==> config.mk <==
export PLATFORM = sky130hd
export DESIGN_NAME = store_buffer_conflict_unit
export DESIGN_NICKNAME = d
export VERILOG_FILES = /design/src/design/sbuf_pkg.sv /design/src/design/store_buffer_conflict_unit.sv
export SDC_FILE = /design/constraint.sdc
export NUM_CORES = 1
export LEC_CHECK = 0
export ABC_AREA = 1
export ABC_CLOCK_PERIOD_IN_PS = 2860
export BUFFER_PORTS_ARGS = -buffer_cell sky130_fd_sc_hd__buf_2
export CAP_MARGIN = 20
export CORE_MARGIN = 2
export CORE_UTILIZATION = 53
export DETAILED_ROUTE_END_ITERATION = 7
export PLACE_DENSITY = 0.93
export REMOVE_ABC_BUFFERS = 1
export SLEW_MARGIN = 0
export SYNTH_ARGS = -nofsm -noshare
export SYNTH_HDL_FRONTEND = slang
export SYNTH_SLANG_ARGS = --single-unit
==> constraint.sdc <==
create_clock -name i_clk_sys -period 2.86 [get_ports i_clk_sys]
set_input_delay 0.429 -clock i_clk_sys [delete_from_list [all_inputs] [get_ports i_clk_sys]]
set_output_delay 0.429 -clock i_clk_sys [all_outputs]
set_load 0.02 [all_outputs]
==> src/design/sbuf_pkg.sv <==
// Constants, access sizes and states for the store buffer conflict unit.
// Assumes a 32-bit little-endian local memory port with byte-lane enables.
package sbuf_pkg;
  // ----------------------------------------
  // Widths
  // ----------------------------------------
  localparam int ADDR_W = 32;
  localparam int DATA_W = 32;
  localparam int BE_W = 4;
  localparam int LANE_LSB = 2;
  // Bits compared when translation may alter the upper address
  localparam int XLAT_CMP_BITS = 10;
  // ----------------------------------------
  // Byte lanes and offsets
  // ----------------------------------------
  localparam logic [BE_W-1:0] BE_NONE = 4'h0;
  localparam logic [BE_W-1:0] BE_BYTE = 4'h1;
  localparam logic [BE_W-1:0] BE_HALF_LO = 4'h3;
  localparam logic [BE_W-1:0] BE_HALF_HI = 4'hC;
  localparam logic [BE_W-1:0] BE_WORD = 4'hF;
  localparam logic [1:0] HALF_OFFSET = 2'h2;
  localparam int HALF_STEP_BYTES = 2;
  localparam logic [DATA_W-1:0] DATA_ZERO = 32'h0000_0000;
  // ----------------------------------------
  // Types
  // ----------------------------------------
  typedef enum logic [1:0] {
    SIZE_BYTE = 2'b00,
    SIZE_HALF = 2'b01,
    SIZE_WORD = 2'b10
  } access_size_type;
  typedef enum logic [0:0] {
    ST_RUN = 1'b0,
    ST_WRAP = 1'b1
  } lsu_state_type;
endpackage : sbuf_pkg

==> src/design/store_buffer_conflict_unit.sv <==
// Single-entry store buffer with load conflict detection for the load-store pipe.
// Assumes decode holds a load steady until o_ld_ready, and the execute stage
// never stalls a store.
//
// How it works
// - Loads reach memory from decode stage, stores from execute stage.
// - Store followed by decode-stage load goes into buffer; load goes first.
// - Buffered store commits on next local store or a cycle without memory access.
// - Only local data RAM or data cache stores may enter the buffer.
// - Bus-memory stores issue at once, in order, bypassing the buffer.
// - Any byte of a load overlapping buffered data flags a conflict.
// - Conflict cancels the load, drains the buffer, then the load retries.
// - Translation on and either side translated: compare address bits 9..0 only.
// - Without translation compare the complete address.
// - Wrapping half-aligned circular word load splits: buffer top, then base.
// - Second wrapped access of a split load is also conflict checked.
`timescale 1ns/1ps
module store_buffer_conflict_unit #(
  parameter int ADDR_W = sbuf_pkg::ADDR_W
) (
  // Clock and reset
  input wire logic i_clk_sys,
  input wire logic i_rst_n,
  // Translation control
  input wire logic i_mmu_en,
  // Load in decode stage
  input wire logic i_ld_valid,
  input wire logic [ADDR_W-1:0] i_ld_addr,
  input wire sbuf_pkg::access_size_type i_ld_size,
  input wire logic i_ld_xlat,
  input wire logic i_ld_circ,
  input wire logic [ADDR_W-1:0] i_ld_cbuf_base,
  input wire logic [ADDR_W-1:0] i_ld_cbuf_end,
  output logic o_ld_ready,
  output logic o_ld_cancel,
  // Store in execute stage
  input wire logic i_st_valid,
  input wire logic [ADDR_W-1:0] i_st_addr,
  input wire logic [sbuf_pkg::BE_W-1:0] i_st_be,
  input wire logic [sbuf_pkg::DATA_W-1:0] i_st_data,
  input wire logic i_st_local,
  input wire logic i_st_xlat,
  // Local memory port
  output logic o_mem_req,
  output logic o_mem_we,
  output logic [ADDR_W-1:0] o_mem_addr,
  output logic [sbuf_pkg::BE_W-1:0] o_mem_be,
  output logic [sbuf_pkg::DATA_W-1:0] o_mem_wdata,
  output logic o_mem_wrapped,
  // Bus memory store port
  output logic o_bus_req,
  output logic [ADDR_W-1:0] o_bus_addr,
  output logic [sbuf_pkg::BE_W-1:0] o_bus_be,
  output logic [sbuf_pkg::DATA_W-1:0] o_bus_wdata
);
  import sbuf_pkg::*;

  localparam logic [ADDR_W-1:0] ADDR_ZERO = '0;
  localparam logic [ADDR_W-1:0] HALF_STEP = ADDR_W'(HALF_STEP_BYTES);
  localparam logic [ADDR_W-1:0] XLAT_MASK = ADDR_W'((64'h1 << XLAT_CMP_BITS) - 64'h1);
  localparam logic [ADDR_W-1:0] FULL_MASK = '1;
  localparam logic [ADDR_W-1:0] WORD_MASK = ~ADDR_W'((64'h1 << LANE_LSB) - 64'h1);

  // ----------------------------------------
  // Decoding helpers
  // ----------------------------------------
  function automatic logic [BE_W-1:0] lane_mask(input logic [1:0] offs, input access_size_type size);
    logic [BE_W-1:0] base_mask;
    base_mask = BE_BYTE;
    case (size)
      SIZE_BYTE: base_mask = BE_BYTE;
      SIZE_HALF: base_mask = BE_HALF_LO;
      SIZE_WORD: base_mask = BE_WORD;
      default: base_mask = BE_NONE;
    endcase
    lane_mask = BE_W'(base_mask << offs);
  endfunction : lane_mask

  // mask picks compared bits
  // Truncated compare may report false conflicts; that only costs a drain
  function automatic logic lanes_overlap(
    input logic [ADDR_W-1:0] st_a, input logic [BE_W-1:0] st_be, input logic st_x,
    input logic [ADDR_W-1:0] ld_a, input logic [BE_W-1:0] ld_be, input logic ld_x,
    input logic mmu);
    logic [ADDR_W-1:0] mask;
    mask = (mmu && (st_x || ld_x)) ? (XLAT_MASK & WORD_MASK) : (FULL_MASK & WORD_MASK);
    lanes_overlap = (((st_a ^ ld_a) & mask) == ADDR_ZERO) && ((st_be & ld_be) != BE_NONE);
  endfunction : lanes_overlap

  // ----------------------------------------
  // Buffer entry and state
  // ----------------------------------------
  logic buf_valid;
  logic [ADDR_W-1:0] buf_addr;
  logic [BE_W-1:0] buf_be;
  logic [DATA_W-1:0] buf_data;
  logic buf_xlat;
  lsu_state_type state;

  logic st_local;
  logic split;
  logic [ADDR_W-1:0] ld_addr_cur;
  logic [BE_W-1:0] ld_be_cur;
  logic conflict;
  logic buf_take;
  logic buf_free;
  logic ld_step;
  logic next_req;
  logic next_we;
  logic [ADDR_W-1:0] next_addr;
  logic [BE_W-1:0] next_be;
  logic [DATA_W-1:0] next_wdata;
  logic next_wrapped;

  assign st_local = i_st_valid && i_st_local;
  assign split = i_ld_circ && (i_ld_size == SIZE_WORD) && (i_ld_addr[1:0] == HALF_OFFSET)
                 && ((i_ld_addr + HALF_STEP) == i_ld_cbuf_end);
  assign ld_addr_cur = (state == ST_WRAP) ? i_ld_cbuf_base : i_ld_addr;
  assign ld_be_cur = (state == ST_WRAP) ? BE_HALF_LO : (split ? BE_HALF_HI : lane_mask(i_ld_addr[1:0], i_ld_size));
  assign conflict = i_ld_valid && buf_valid
                    && lanes_overlap(buf_addr, buf_be, buf_xlat, ld_addr_cur, ld_be_cur, i_ld_xlat, i_mmu_en);

  // ----------------------------------------
  // Port arbitration
  // ----------------------------------------
  always_comb begin
    next_req = 1'b0;
    next_we = 1'b0;
    next_addr = o_mem_addr;
    next_be = o_mem_be;
    next_wdata = o_mem_wdata;
    next_wrapped = 1'b0;
    buf_take = 1'b0;
    buf_free = 1'b0;
    ld_step = 1'b0;
    if (conflict) begin
      next_req = 1'b1;
      next_we = 1'b1;
      next_addr = buf_addr & WORD_MASK;
      next_be = buf_be;
      next_wdata = buf_data;
      buf_free = 1'b1;
      buf_take = st_local;
    end else if (i_ld_valid && st_local && buf_valid) begin
      next_req = 1'b1;
      next_we = 1'b1;
      next_addr = buf_addr & WORD_MASK;
      next_be = buf_be;
      next_wdata = buf_data;
      buf_take = 1'b1;
    end else if (i_ld_valid) begin
      next_req = 1'b1;
      next_addr = ld_addr_cur & WORD_MASK;
      next_be = ld_be_cur;
      next_wrapped = (state == ST_WRAP);
      ld_step = 1'b1;
      buf_take = st_local;
    end else if (st_local) begin
      next_req = 1'b1;
      next_we = 1'b1;
      if (buf_valid) begin
        next_addr = buf_addr & WORD_MASK;
        next_be = buf_be;
        next_wdata = buf_data;
        buf_take = 1'b1;
      end else begin
        next_addr = i_st_addr & WORD_MASK;
        next_be = i_st_be;
        next_wdata = i_st_data;
      end
    end else if (buf_valid) begin
      next_req = 1'b1;
      next_we = 1'b1;
      next_addr = buf_addr & WORD_MASK;
      next_be = buf_be;
      next_wdata = buf_data;
      buf_free = 1'b1;
    end
  end

  assign o_ld_ready = ld_step && ((state == ST_WRAP) || !split);
  assign o_ld_cancel = conflict;

  // ----------------------------------------
  // Buffer entry
  // ----------------------------------------
  // only local stores are taken
  always_ff @(posedge i_clk_sys) begin
    if (!i_rst_n) begin
      buf_valid <= 1'b0;
      buf_addr <= ADDR_ZERO;
      buf_be <= BE_NONE;
      buf_data <= DATA_ZERO;
      buf_xlat <= 1'b0;
    end else if (buf_take) begin
      buf_valid <= 1'b1;
      buf_addr <= i_st_addr;
      buf_be <= i_st_be;
      buf_data <= i_st_data;
      buf_xlat <= i_st_xlat;
    end else if (buf_free) begin
      buf_valid <= 1'b0;
    end
  end

  // ----------------------------------------
  // Split load sequencing
  // ----------------------------------------
  // top first, then base
  always_ff @(posedge i_clk_sys) begin
    if (!i_rst_n) begin
      state <= ST_RUN;
    end else begin
      case (state)
        ST_RUN: begin
          if (ld_step && split) begin
            state <= ST_WRAP;
          end
        end
        ST_WRAP: begin
          if (ld_step) begin
            state <= ST_RUN;
          end
        end
        default: state <= ST_RUN;
      endcase
    end
  end

  // ----------------------------------------
  // Memory and bus ports
  // ----------------------------------------
  always_ff @(posedge i_clk_sys) begin
    if (!i_rst_n) begin
      o_mem_req <= 1'b0;
      o_mem_we <= 1'b0;
      o_mem_addr <= ADDR_ZERO;
      o_mem_be <= BE_NONE;
      o_mem_wdata <= DATA_ZERO;
      o_mem_wrapped <= 1'b0;
    end else begin
      o_mem_req <= next_req;
      o_mem_we <= next_we;
      o_mem_addr <= next_addr;
      o_mem_be <= next_be;
      o_mem_wdata <= next_wdata;
      o_mem_wrapped <= next_wrapped;
    end
  end

  always_ff @(posedge i_clk_sys) begin
    if (!i_rst_n) begin
      o_bus_req <= 1'b0;
      o_bus_addr <= ADDR_ZERO;
      o_bus_be <= BE_NONE;
      o_bus_wdata <= DATA_ZERO;
    end else begin
      o_bus_req <= i_st_valid && !i_st_local;
      if (i_st_valid && !i_st_local) begin
        o_bus_addr <= i_st_addr;
        o_bus_be <= i_st_be;
        o_bus_wdata <= i_st_data;
      end
    end
  end
endmodule : store_buffer_conflict_unit

# Word-level counts from Yosys, hierarchy flattened

Cells that the tools add are included.

Mux-type cells: 47
Bitwise logic cells: 6
Reduce and logical (&&, ||, !) cells: 27
Shifts and indexed selects: 1
Equal/unequal tests: 5
Add/sub/neg operators: 1

Operator list:

| kind                                                  | count |
|---|---|
| 2-to-1 mux 32 bit                                     | 14 |
| adder 32 x 2 -> 32 bit, second input constant         | 1 |
| bitwise AND 32 bit                                    | 1 |
| == test 32 bit                                        | 1 |
| logical NOT 32 bit                                    | 1 |
| 2-to-1 mux 4 bit                                      | 8 |
| bitwise XOR 32 bit                                    | 1 |
| 2-to-1 mux 1 bit                                      | 23 |
| logical AND 1 bit                                     | 13 |
| one-hot mux 4 bit (3 select lines)                    | 1 |
| nonzero test 4 bit                                    | 2 |
| OR reduction 4 bit                                    | 2 |
| nonzero test 5 bit                                    | 1 |
| bitwise AND 4 bit                                     | 1 |
| == test 2 bit, second input constant                  | 2 |
| nonzero test 2 bit                                    | 2 |
| << shifter 4 x 2 -> 4 bit                             | 1 |
| inequality test 3 x 1 -> 1 bit, second input constant | 1 |
| NOT 1 bit                                             | 3 |
| == test 2 x 1 -> 1 bit, second input constant         | 1 |
| logical NOT 1 bit                                     | 2 |
| logical NOT 2 bit                                     | 1 |
| logical OR 1 bit                                      | 2 |
| one-hot mux 1 bit (2 select lines)                    | 1 |
| AND reduction 2 bit                                   | 1 |

Output and inout port bits: 142
Logic and storage cells: 104
Input bits: 175
Register bits: 211

# Logic depth before layout (Yosys ltp)

Gate-level depths: netlist (run 1).

Word-level depth: 14
Mapped depth: 24
Mapped depth without buffers: 23

# Worst setup path before layout (run 1)

Ideal clock, no wire load.

Path kind: input to output
From: input i_ld_addr[1]
To: output o_ld_ready
Slack: 0.098 ns
Cell stages on the path: 20
Data required time: 2.431 ns
Buffers on the path: 1
Arrival: 2.333 ns
Path through: ha_1 nand2_2 nor2_4 nand2_2 nor2_4 nand2_1 nand2_1 nand2_1 o211ai_1 nor2_1 nand2_1 nand2_1 nand2_1 nand3_2 nand2_4 nand2_4 buf_6 nor2_1 nand2_1 inv_1

Word-level cells in the longest chain between the ends: 11

RTL lines:

| element                                                 | RTL line                                                             | source |
|---|---|---|
| from (decl)                                             | store_buffer_conflict_unit.sv:28                                     | `input wire logic [ADDR_W-1:0] i_ld_addr,` |
| adder 32 x 2 -> 32 bit or == test 2 bit (tied branches) | store_buffer_conflict_unit.sv:117, store_buffer_conflict_unit.sv:116 |  |
| == test 32 bit or logical AND 1 bit (tied branches)     | store_buffer_conflict_unit.sv:117, store_buffer_conflict_unit.sv:116 |  |
| logical AND 1 bit                                       | store_buffer_conflict_unit.sv:117                                    | `&& ((i_ld_addr + HALF_STEP) == i_ld_cbuf_end);` |
| 2-to-1 mux 4 bit (2 in series)                          | store_buffer_conflict_unit.sv:119                                    | `assign ld_be_cur = (state == ST_WRAP) ? BE_HALF_LO : (split ? BE_HALF_HI : lane_mask(i_ld_addr[1:0], i_ld_size ...` |
| bitwise AND 4 bit                                       | store_buffer_conflict_unit.sv:87                                     | `lanes_overlap = (((st_a ^ ld_a) & mask) == ADDR_ZERO) && ((st_be & ld_be) != BE_NONE);` |
| nonzero test 4 bit                                      | store_buffer_conflict_unit.sv:87                                     |  |
| logical AND 1 bit                                       | store_buffer_conflict_unit.sv:87                                     |  |
| logical AND 1 bit                                       | store_buffer_conflict_unit.sv:121                                    | `&& lanes_overlap(buf_addr, buf_be, buf_xlat, ld_addr_cur, ld_be_cur, i_ld_xlat, i_mmu_en);` |
| 2-to-1 mux 1 bit                                        | store_buffer_conflict_unit.sv:136                                    | `if (conflict) begin` |
| logical AND 1 bit (*)                                   | store_buffer_conflict_unit.sv:181                                    | `assign o_ld_ready = ld_step && ((state == ST_WRAP) \|\| !split);` |
| to (decl)                                               | store_buffer_conflict_unit.sv:34                                     | `output logic o_ld_ready,` |

Mark *: on every way between the ends. The rest lies on a longest branch, timed or not.

# Worst setup path in the final report (run 1)

From: register state
To: output o_ld_ready

Word-level cells in the longest chain between the ends: 8

RTL lines:

| element                | RTL line                          | source |
|---|---|---|
| from (decl)            | store_buffer_conflict_unit.sv:98  | `lsu_state_type state;` |
| from (signal assigned) | store_buffer_conflict_unit.sv:212 | `state <= ST_RUN;` |
| from (signal assigned) | store_buffer_conflict_unit.sv:217 | `state <= ST_WRAP;` |
| from (signal assigned) | store_buffer_conflict_unit.sv:222 | `state <= ST_RUN;` |
| 2-to-1 mux 32 bit      | store_buffer_conflict_unit.sv:118 | `assign ld_addr_cur = (state == ST_WRAP) ? i_ld_cbuf_base : i_ld_addr;` |
| bitwise XOR 32 bit     | store_buffer_conflict_unit.sv:87  |  |
| bitwise AND 32 bit     | store_buffer_conflict_unit.sv:87  |  |
| logical NOT 32 bit     | store_buffer_conflict_unit.sv:87  |  |
| logical AND 1 bit      | store_buffer_conflict_unit.sv:87  |  |
| logical AND 1 bit      | store_buffer_conflict_unit.sv:121 |  |
| 2-to-1 mux 1 bit       | store_buffer_conflict_unit.sv:136 |  |
| logical AND 1 bit (*)  | store_buffer_conflict_unit.sv:181 |  |

Marks and branches as above.

==> results.toml, run 1 <==
[logic_synthesis]
synth_area_sq_um = 11100
synth_seq_area_share_pct = 37.34
synth_top_area_cell = "dfxtp_1"
synth_top_area_share_pct = 37.34
synth_warnings = 0
ys.flop_type = "dfxtp_1"
synth-edff-count = 0
ys_ff_latch = 207
synth.distinct_cells = 46
synth_area_leaders = "dfxtp_1 37%, nand2_1 14%, o21ai_0 10%"
synth_cells = 1719
syn_avg_cell_area_sq_um = 6.455
synthArstFlopShare_pct = 0

[clocking]
clk_latency_ns = 0.51
cts_buffer_depth = 3
root_buffer = "clkbuf_16"
cts_sinks = 207
cts_made_buffers = 22
clk_pin_slew_ns = 0.06
cts-htree-levels = 1
cts_tree = "yes"

[sta]
hold_viol_final = 0
whs_ns = 0.1388
fin_crit_sh_pct = 118.6
rsz0062_at_grt = "yes"
fin_ws_ns = -0.5326
drv_slew = 0
max_slew_margin_pct = 35.53
clock.fmax_mhz = 294.8
period_minus_slack_ns = 3.393
skew_ns = 0.01392
setup_viol = 34
tightest_slew_ns = 0.9659

[outcome]
violations = "negative setup slack"
status = "finished, violations left"

[global_route]
grt_pass1_wl_mm = 63.47
track_usage_pct = 35.85
grt_overflow_total = 0
antenna_found_initial = 15
grt_max_degree = 132
grt_pass1_vias = 12600

[critical_path]
critPathRequiredTime_ns = 2.43
reg2reg_to = "o_mem_wdata[26]$_SDFFE_PN0P_"
reg2regPathDepth = 27
path_class = "reg -> out"
critical-path-top-delay-family = "buffers and inverters"
crit_buf_inv = 7
path_cells = "buf_6 -> buf_6 -> buf_8 -> o21ai_0 -> inv_1 -> buf_4 -> o21ai_0 -> nor4_2 -> nand3_1 -> nor2_4 -> nand2_4 -> nand2_4 -> nor2_1 -> nand2_1 -> inv_1 -> buf_6"
crit_top_cell = "buf_6"
reg2reg_from = "state$_SDFF_PN0_"
cp_slowest_cell = "dfxtp_2"
rrSetupSlack_ns = -0.18
slowest_delay_ns = 0.34
crit_arrival_ns = 2.96
cp-end-kind = "primary output"
worstSetupStartpointType = "flop"
path_max_fanout = 9

[detailed_routing]
viasPerCell = 5.457
drtIter0Drc = 1068
wire_per_inst_microns = 17.35
dr.pass1.iters = 5
vias = 13150
postRouteAntennaNets = 0
drc = 0
wl_mm = 41.81

[hold_path]
worstHoldEndpoint = "o_bus_addr[1]$_SDFFE_PN0P_"
worstHoldStart = "i_st_addr[1]"
hp-class = "in -> reg"
whs_path_depth = 3

[place]
port_buffers = 312
gp_congestion = 0.9639
dp_hpwl_mm = 28.68

[cells_and_area]
syn2layout_area_growth_pct = 37.23
final_nets = 2290
utilization_pct = 74.78
drive_gt1_share_pct = 28.32

[power_and_ir_drop]
p_leak_uw = 0.007581
ir_worst_vdd_mv = 0.4724
power-per-cell-area_nw_per_um2 = 520.6

[floorplanning]
die_w_microns = 148.7
die_h_microns = 148.7
rows = 52
initial_core_util_pct = 54.49
top_level_ports = 317
core_sq_um = 20360
die_area_sq_um = 22110

[run]
cap_violations = 0
[per-stage QoR]
stage	area, sq um	setup TNS, ns	total power (uW)	instances	setup WS (ns)
after global routing	15220	-11.93	8230	2407	-0.6911
final	15230	-5.002	7928	2410	-0.5326
after floorplan	10650	-336.02	4061	1623	-3.183
after detailed placement	13610	-14.19	4782	2327	-0.3370
after global placement	13610	-11.20	4732	2327	-0.2985
after CTS	14930	-3.165	7868	2390	-0.5223
[Yosys cell counts (10+ instances only)]
master,n
o21ai_1,20
clkbuf_1,71
nand2_1,428
a21oi_1,142
xor2_1,36
dfxtp_1,207
nand3_1,75
nor2_1,232
inv_1,156
buf_4,10
o21ai_0,228
o211ai_1,15
[cell type report]
type,count,area (sq um)
Fill cell,1569,5136
Sequential cell,207,4145
Clock buffer,35,690.7
Tap cell,270,337.8
Inverter,159,609.3
Multi-Input combinational cell,1257,6300
Clock inverter,3,65.06
Timing Repair Buffer,465,3045
Antenna cell,14,35.03
[cell families (layout without fill, tap and decap cells)]
kind of cell / after synthesis / after routing / synth area share, %
mux: 7 / 7 / 0.6314
other cells: 1 / 16 / 0.03379
compound gates: 426 / 426 / 20.23
simple gates: 778 / 778 / 28.64
flops: 207 / 207 / 37.34
buf+inv: 256 / 662 / 9.426
fa+ha+maj: 3 / 3 / 0.3383
xor+xnor: 41 / 41 / 3.360
[placed cells by master, fill, tap and decap left out, types with 16 or more instances in the layout]
cell type / Yosys / final
dfxtp_1: 207 / 206
buf_4: 10 / 125
a21oi_1: 142 / 132
clkbuf_16: 0 / 24
o21ai_0: 228 / 216
buf_2: 7 / 309
nand2_1: 428 / 406
xor2_1: 36 / 28
inv_1: 156 / 152
nand2_2: 2 / 16
nand3_1: 75 / 73
nor2_1: 232 / 222
o21ai_1: 20 / 20
[how the worst max path moves through the flow]
stage / from / end / cells past startpoint
detailed placement: i_ld_addr[1] / o_mem_wdata[2]$_SDFFE_PN0P_ / 23
global placement: i_ld_addr[1] / o_ld_cancel / 18
finish: state$_SDFF_PN0_ / o_ld_ready / 16
global route: state$_SDFF_PN0_ / o_ld_ready / 16
floorplan: i_ld_valid / buf_be[0]$_SDFFE_PN0P_ / 5
CTS: state$_SDFF_PN0_ / o_ld_ready / 17
[tightest hold or removal path, cell delays in order]
cell and delay (ns):
buf_2 0.07, nor2_1 0.03, nor2_1 0.08
[timing repair]
action / 4_1_cts / 5_1_grt
gates cloned: 6 / 1
pin swaps: 29 / 35
setup buffers: 22 / 10
endpoints found under the setup margin: 56 / 62
hold buffers: 0 / 0
endpoints found under the hold margin: 0 / 0
gates resized for setup: 68 / 62
[where the power goes]
| part | internal, uW | switching, uW | leakage (uW) |
|---|---|---|---|
| logic | 694 | 1070 | 0.00551 |
| registers | 3070 | 105 | 0.00170 |
| clock network | 1820 | 1160 | 0.000372 |
| total | 5590 | 2340 | 0.00758 |
[per-layer routing]
| metal | up-vias | wire length [microns] | track usage (%) |
|---|---|---|---|
| met2 | 702 | 20130 | 62.29 |
| met4 | 6 | 1714 | 16.67 |
| met1 | 5982 | 15590 | 41.74 |
| li1 | 6320 | - | - |
| met5 | - | 34 | 0 |
| met3 | 141 | 4345 | 8.589 |
[flip-flops by register name, summed over array words and instances (netlist names), 4 cells and up]
name	cells
o_mem_addr	30
buf_be	4
o_mem_wdata	32
o_bus_addr	32
o_bus_wdata	32
o_bus_be	4
buf_data	32
buf_addr	30
o_mem_be	4
Power figures use the tool's default switching activity.
==> run 2: changes to the inputs <==
--- a/config.mk
+++ b/config.mk
@@ -6,9 +6,8 @@
 export NUM_CORES = 1
 export LEC_CHECK = 0
 export ABC_AREA = 1
-export ABC_CLOCK_PERIOD_IN_PS = 2860
+export ABC_CLOCK_PERIOD_IN_PS = 3800
 export BUFFER_PORTS_ARGS = -buffer_cell sky130_fd_sc_hd__buf_2
-export CAP_MARGIN = 20
 export CORE_MARGIN = 2
 export CORE_UTILIZATION = 53
 export DETAILED_ROUTE_END_ITERATION = 7
==> constraint.sdc (replaced) <==
create_clock -name i_clk_sys -period 3.8 [get_ports i_clk_sys]
set_input_delay 0.57 -clock i_clk_sys [delete_from_list [all_inputs] [get_ports i_clk_sys]]
set_output_delay 0.57 -clock i_clk_sys [all_outputs]
set_load 0.02 [all_outputs]
==> results.toml, run 2 (synthesized netlist as in run 1, its figures left out) <==
[critical_path]
path_cells = "buf_12 -> nand2_1 -> o21ai_1 -> xor2_1 -> nand4_1 -> nor3b_4 -> nand3_1 -> o21ai_2 -> nand2_1 -> nor2_4 -> nand2_4 -> nand2_4 -> nor2_2 -> nand2_1 -> inv_1 -> buf_2"
crit_arrival_ns = 3.12
path_max_fanout = 16
reg2reg_from = "state$_SDFF_PN0_"
path_class = "reg -> out"
rrSetupSlack_ns = 0.69
cp-end-kind = "primary output"
crit_top_cell = "nand2_1"
reg2regPathDepth = 16
worstSetupStartpoint = "state$_SDFF_PN0_"
worstSetupStartpointType = "flop"
reg2reg_to = "o_mem_addr[16]$_SDFFE_PN0P_"
cp_slowest_cell = "dfxtp_2"
slowest_delay_ns = 0.39
critPathRequiredTime_ns = 3.23

[global_route]
grt_pass1_wl_mm = 59.49
grt_overflow_total = 0
antenna_found_initial = 14
track_usage_pct = 33.40
grt_pass1_vias = 11740
grt_max_degree = 112

[place]
dp_hpwl_mm = 27.12
port_buffers = 312
gp_congestion = 0.9115
place_inst = 2230

[sta]
fin_crit_sh_pct = 96.99
setup_viol = 0
hold_viol_final = 0
tightest_slew_ns = 1.004
drv_slew = 0
clock.fmax_mhz = 271.3
max_slew_margin_pct = 32.82
skew_ns = 0.02548
whs_ns = 0.2730
period_minus_slack_ns = 3.685

[cells_and_area]
layout_common_cells = "428 x nand2_1, 311 x buf_2, 228 x nor2_1"
nFillCells = 1756
syn2layout_area_growth_pct = 23.35
finalNonFillerCells = 2280
utilization_pct = 67.22
final_nets = 2165
drive_gt1_share_pct = 20.89
final_common_cell = "nand2_1"

[floorplanning]
initial_core_util_pct = 54.49
top_level_ports = 317
core_sq_um = 20360
die_h_microns = 148.7
rows = 52
die_w_microns = 148.7
die_area_sq_um = 22110

[detailed_routing]
wl_mm = 37.53
viasPerCell = 5.427
vias = 12370
postRouteAntennaNets = 0
drc = 0
wire_per_inst_microns = 16.46
dr.pass1.iters = 5
drtIter0Drc = 768

[clocking]
cts_made_buffers = 22
cts_tree = "yes"
root_buffer = "clkbuf_16"
clk_pin_slew_ns = 0.06
cts-htree-levels = 1
cts_buffer_depth = 3
cts_sinks = 207
clk_latency_ns = 0.52

[power_and_ir_drop]
seqPwrFrac_pct = 41.6
power_frac_comb_pct = 19.1
p_leak_uw = 0.006796
p_int_uw = 4058
switching_share_pct = 29.34
power_uw = 5742
clkPwrFrac_pct = 39.3
power-per-cell-area_nw_per_um2 = 419.5
p_switching_uw = 1684
ir_worst_vdd_mv = 0.3892

[hold_path]
worstHoldStart = "i_st_addr[0]"
whs_path_depth = 3
worstHoldEndpoint = "o_bus_addr[0]$_SDFFE_PN0P_"
hp-class = "in -> reg"

[outcome]
status = "finished clean"

[run]
cap_violations = 0
-- run 2: changes by cell type in the layout (fill, tap and decap cells not counted), moves of 6 or more --
cell,change
o21ai_0,+7
nor2_2,-6
nand2_2,-14
a21oi_2,-9
nor2_1,+6
buf_6,-10
nand2_1,+22
buf_4,-100
nand2_4,-7
buf_12,-7
a21oi_1,+9
o21ai_2,-7
-- run 2: timing repair --
item	4_1_cts	5_1_grt
buffers inserted	1	2
gates resized for setup	6	20
endpoints found under the setup margin	1	1
hold buffers	0	0
pin swaps	1	8
cloned	0	0
-- run 2: routing by layer --
layer  track usage (%)  part of all wire, %
met1             40.10                   38
met2             56.71                   46
met3             8.282                   11
met4             14.81                  4.6
met5                 0                 0.18
-- run 2: layout make-up --
cell class,count,area [sq um],share of cell area (%)
clock inverter,7,127.6,0.9324
clock buffer,31,634.4,4.634
sequential,207,4145,30.28
tap,270,337.8,2.468
inverter,159,601.8,4.397
antenna,9,22.52,0.1645
multi-input combinational,1257,5995,43.79
timing repair buffer,340,1824,13.33
-- run 2: how the worst max path moves through the flow --
stage                        endpoint  slack, ns  cells past startpoint
3_5_place_dp               o_ld_ready       0.13                     21
5_1_grt                    o_ld_ready      -0.02                     16
4_1_cts                    o_ld_ready      0.009                     15
2_1_floorplan  buf_be[0]$_SDFFE_PN0P_      -2.38                      5
6_report                   o_ld_ready       0.11                     16
3_3_place_gp               o_ld_ready       0.21                     21
-- run 2: power by group through the flow --
stage,clock network (uW),logic (uW),registers [uW]
after floorplan,0,510,2550
after global placement,0,1040,2420
after detailed placement,0,1070,2430
after CTS,2280,1080,2380
after global routing,2350,1220,2400
final,2260,1100,2390
-- run 2: critical path: cells and delay by family, from the launching register on --
kind	cells	cell delay, ns
AO/OA/AOI/OAI	2	0.37
XOR/XNOR	1	0.26
buffers and inverters	3	0.37
flip-flops	1	0.39
AND/OR/NAND/NOR	10	1.19
-- run 2: per-stage QoR --
stage	setup WS [ns]	area (sq um)	TNS [ns]
finish	0.1145	13690	0
global route	-0.02347	13690	-0.02347
CTS	0.008874	13580	0
detailed placement	0.1253	12790	0
global placement	0.2070	12790	0
floorplan	-2.384	10650	-178.98
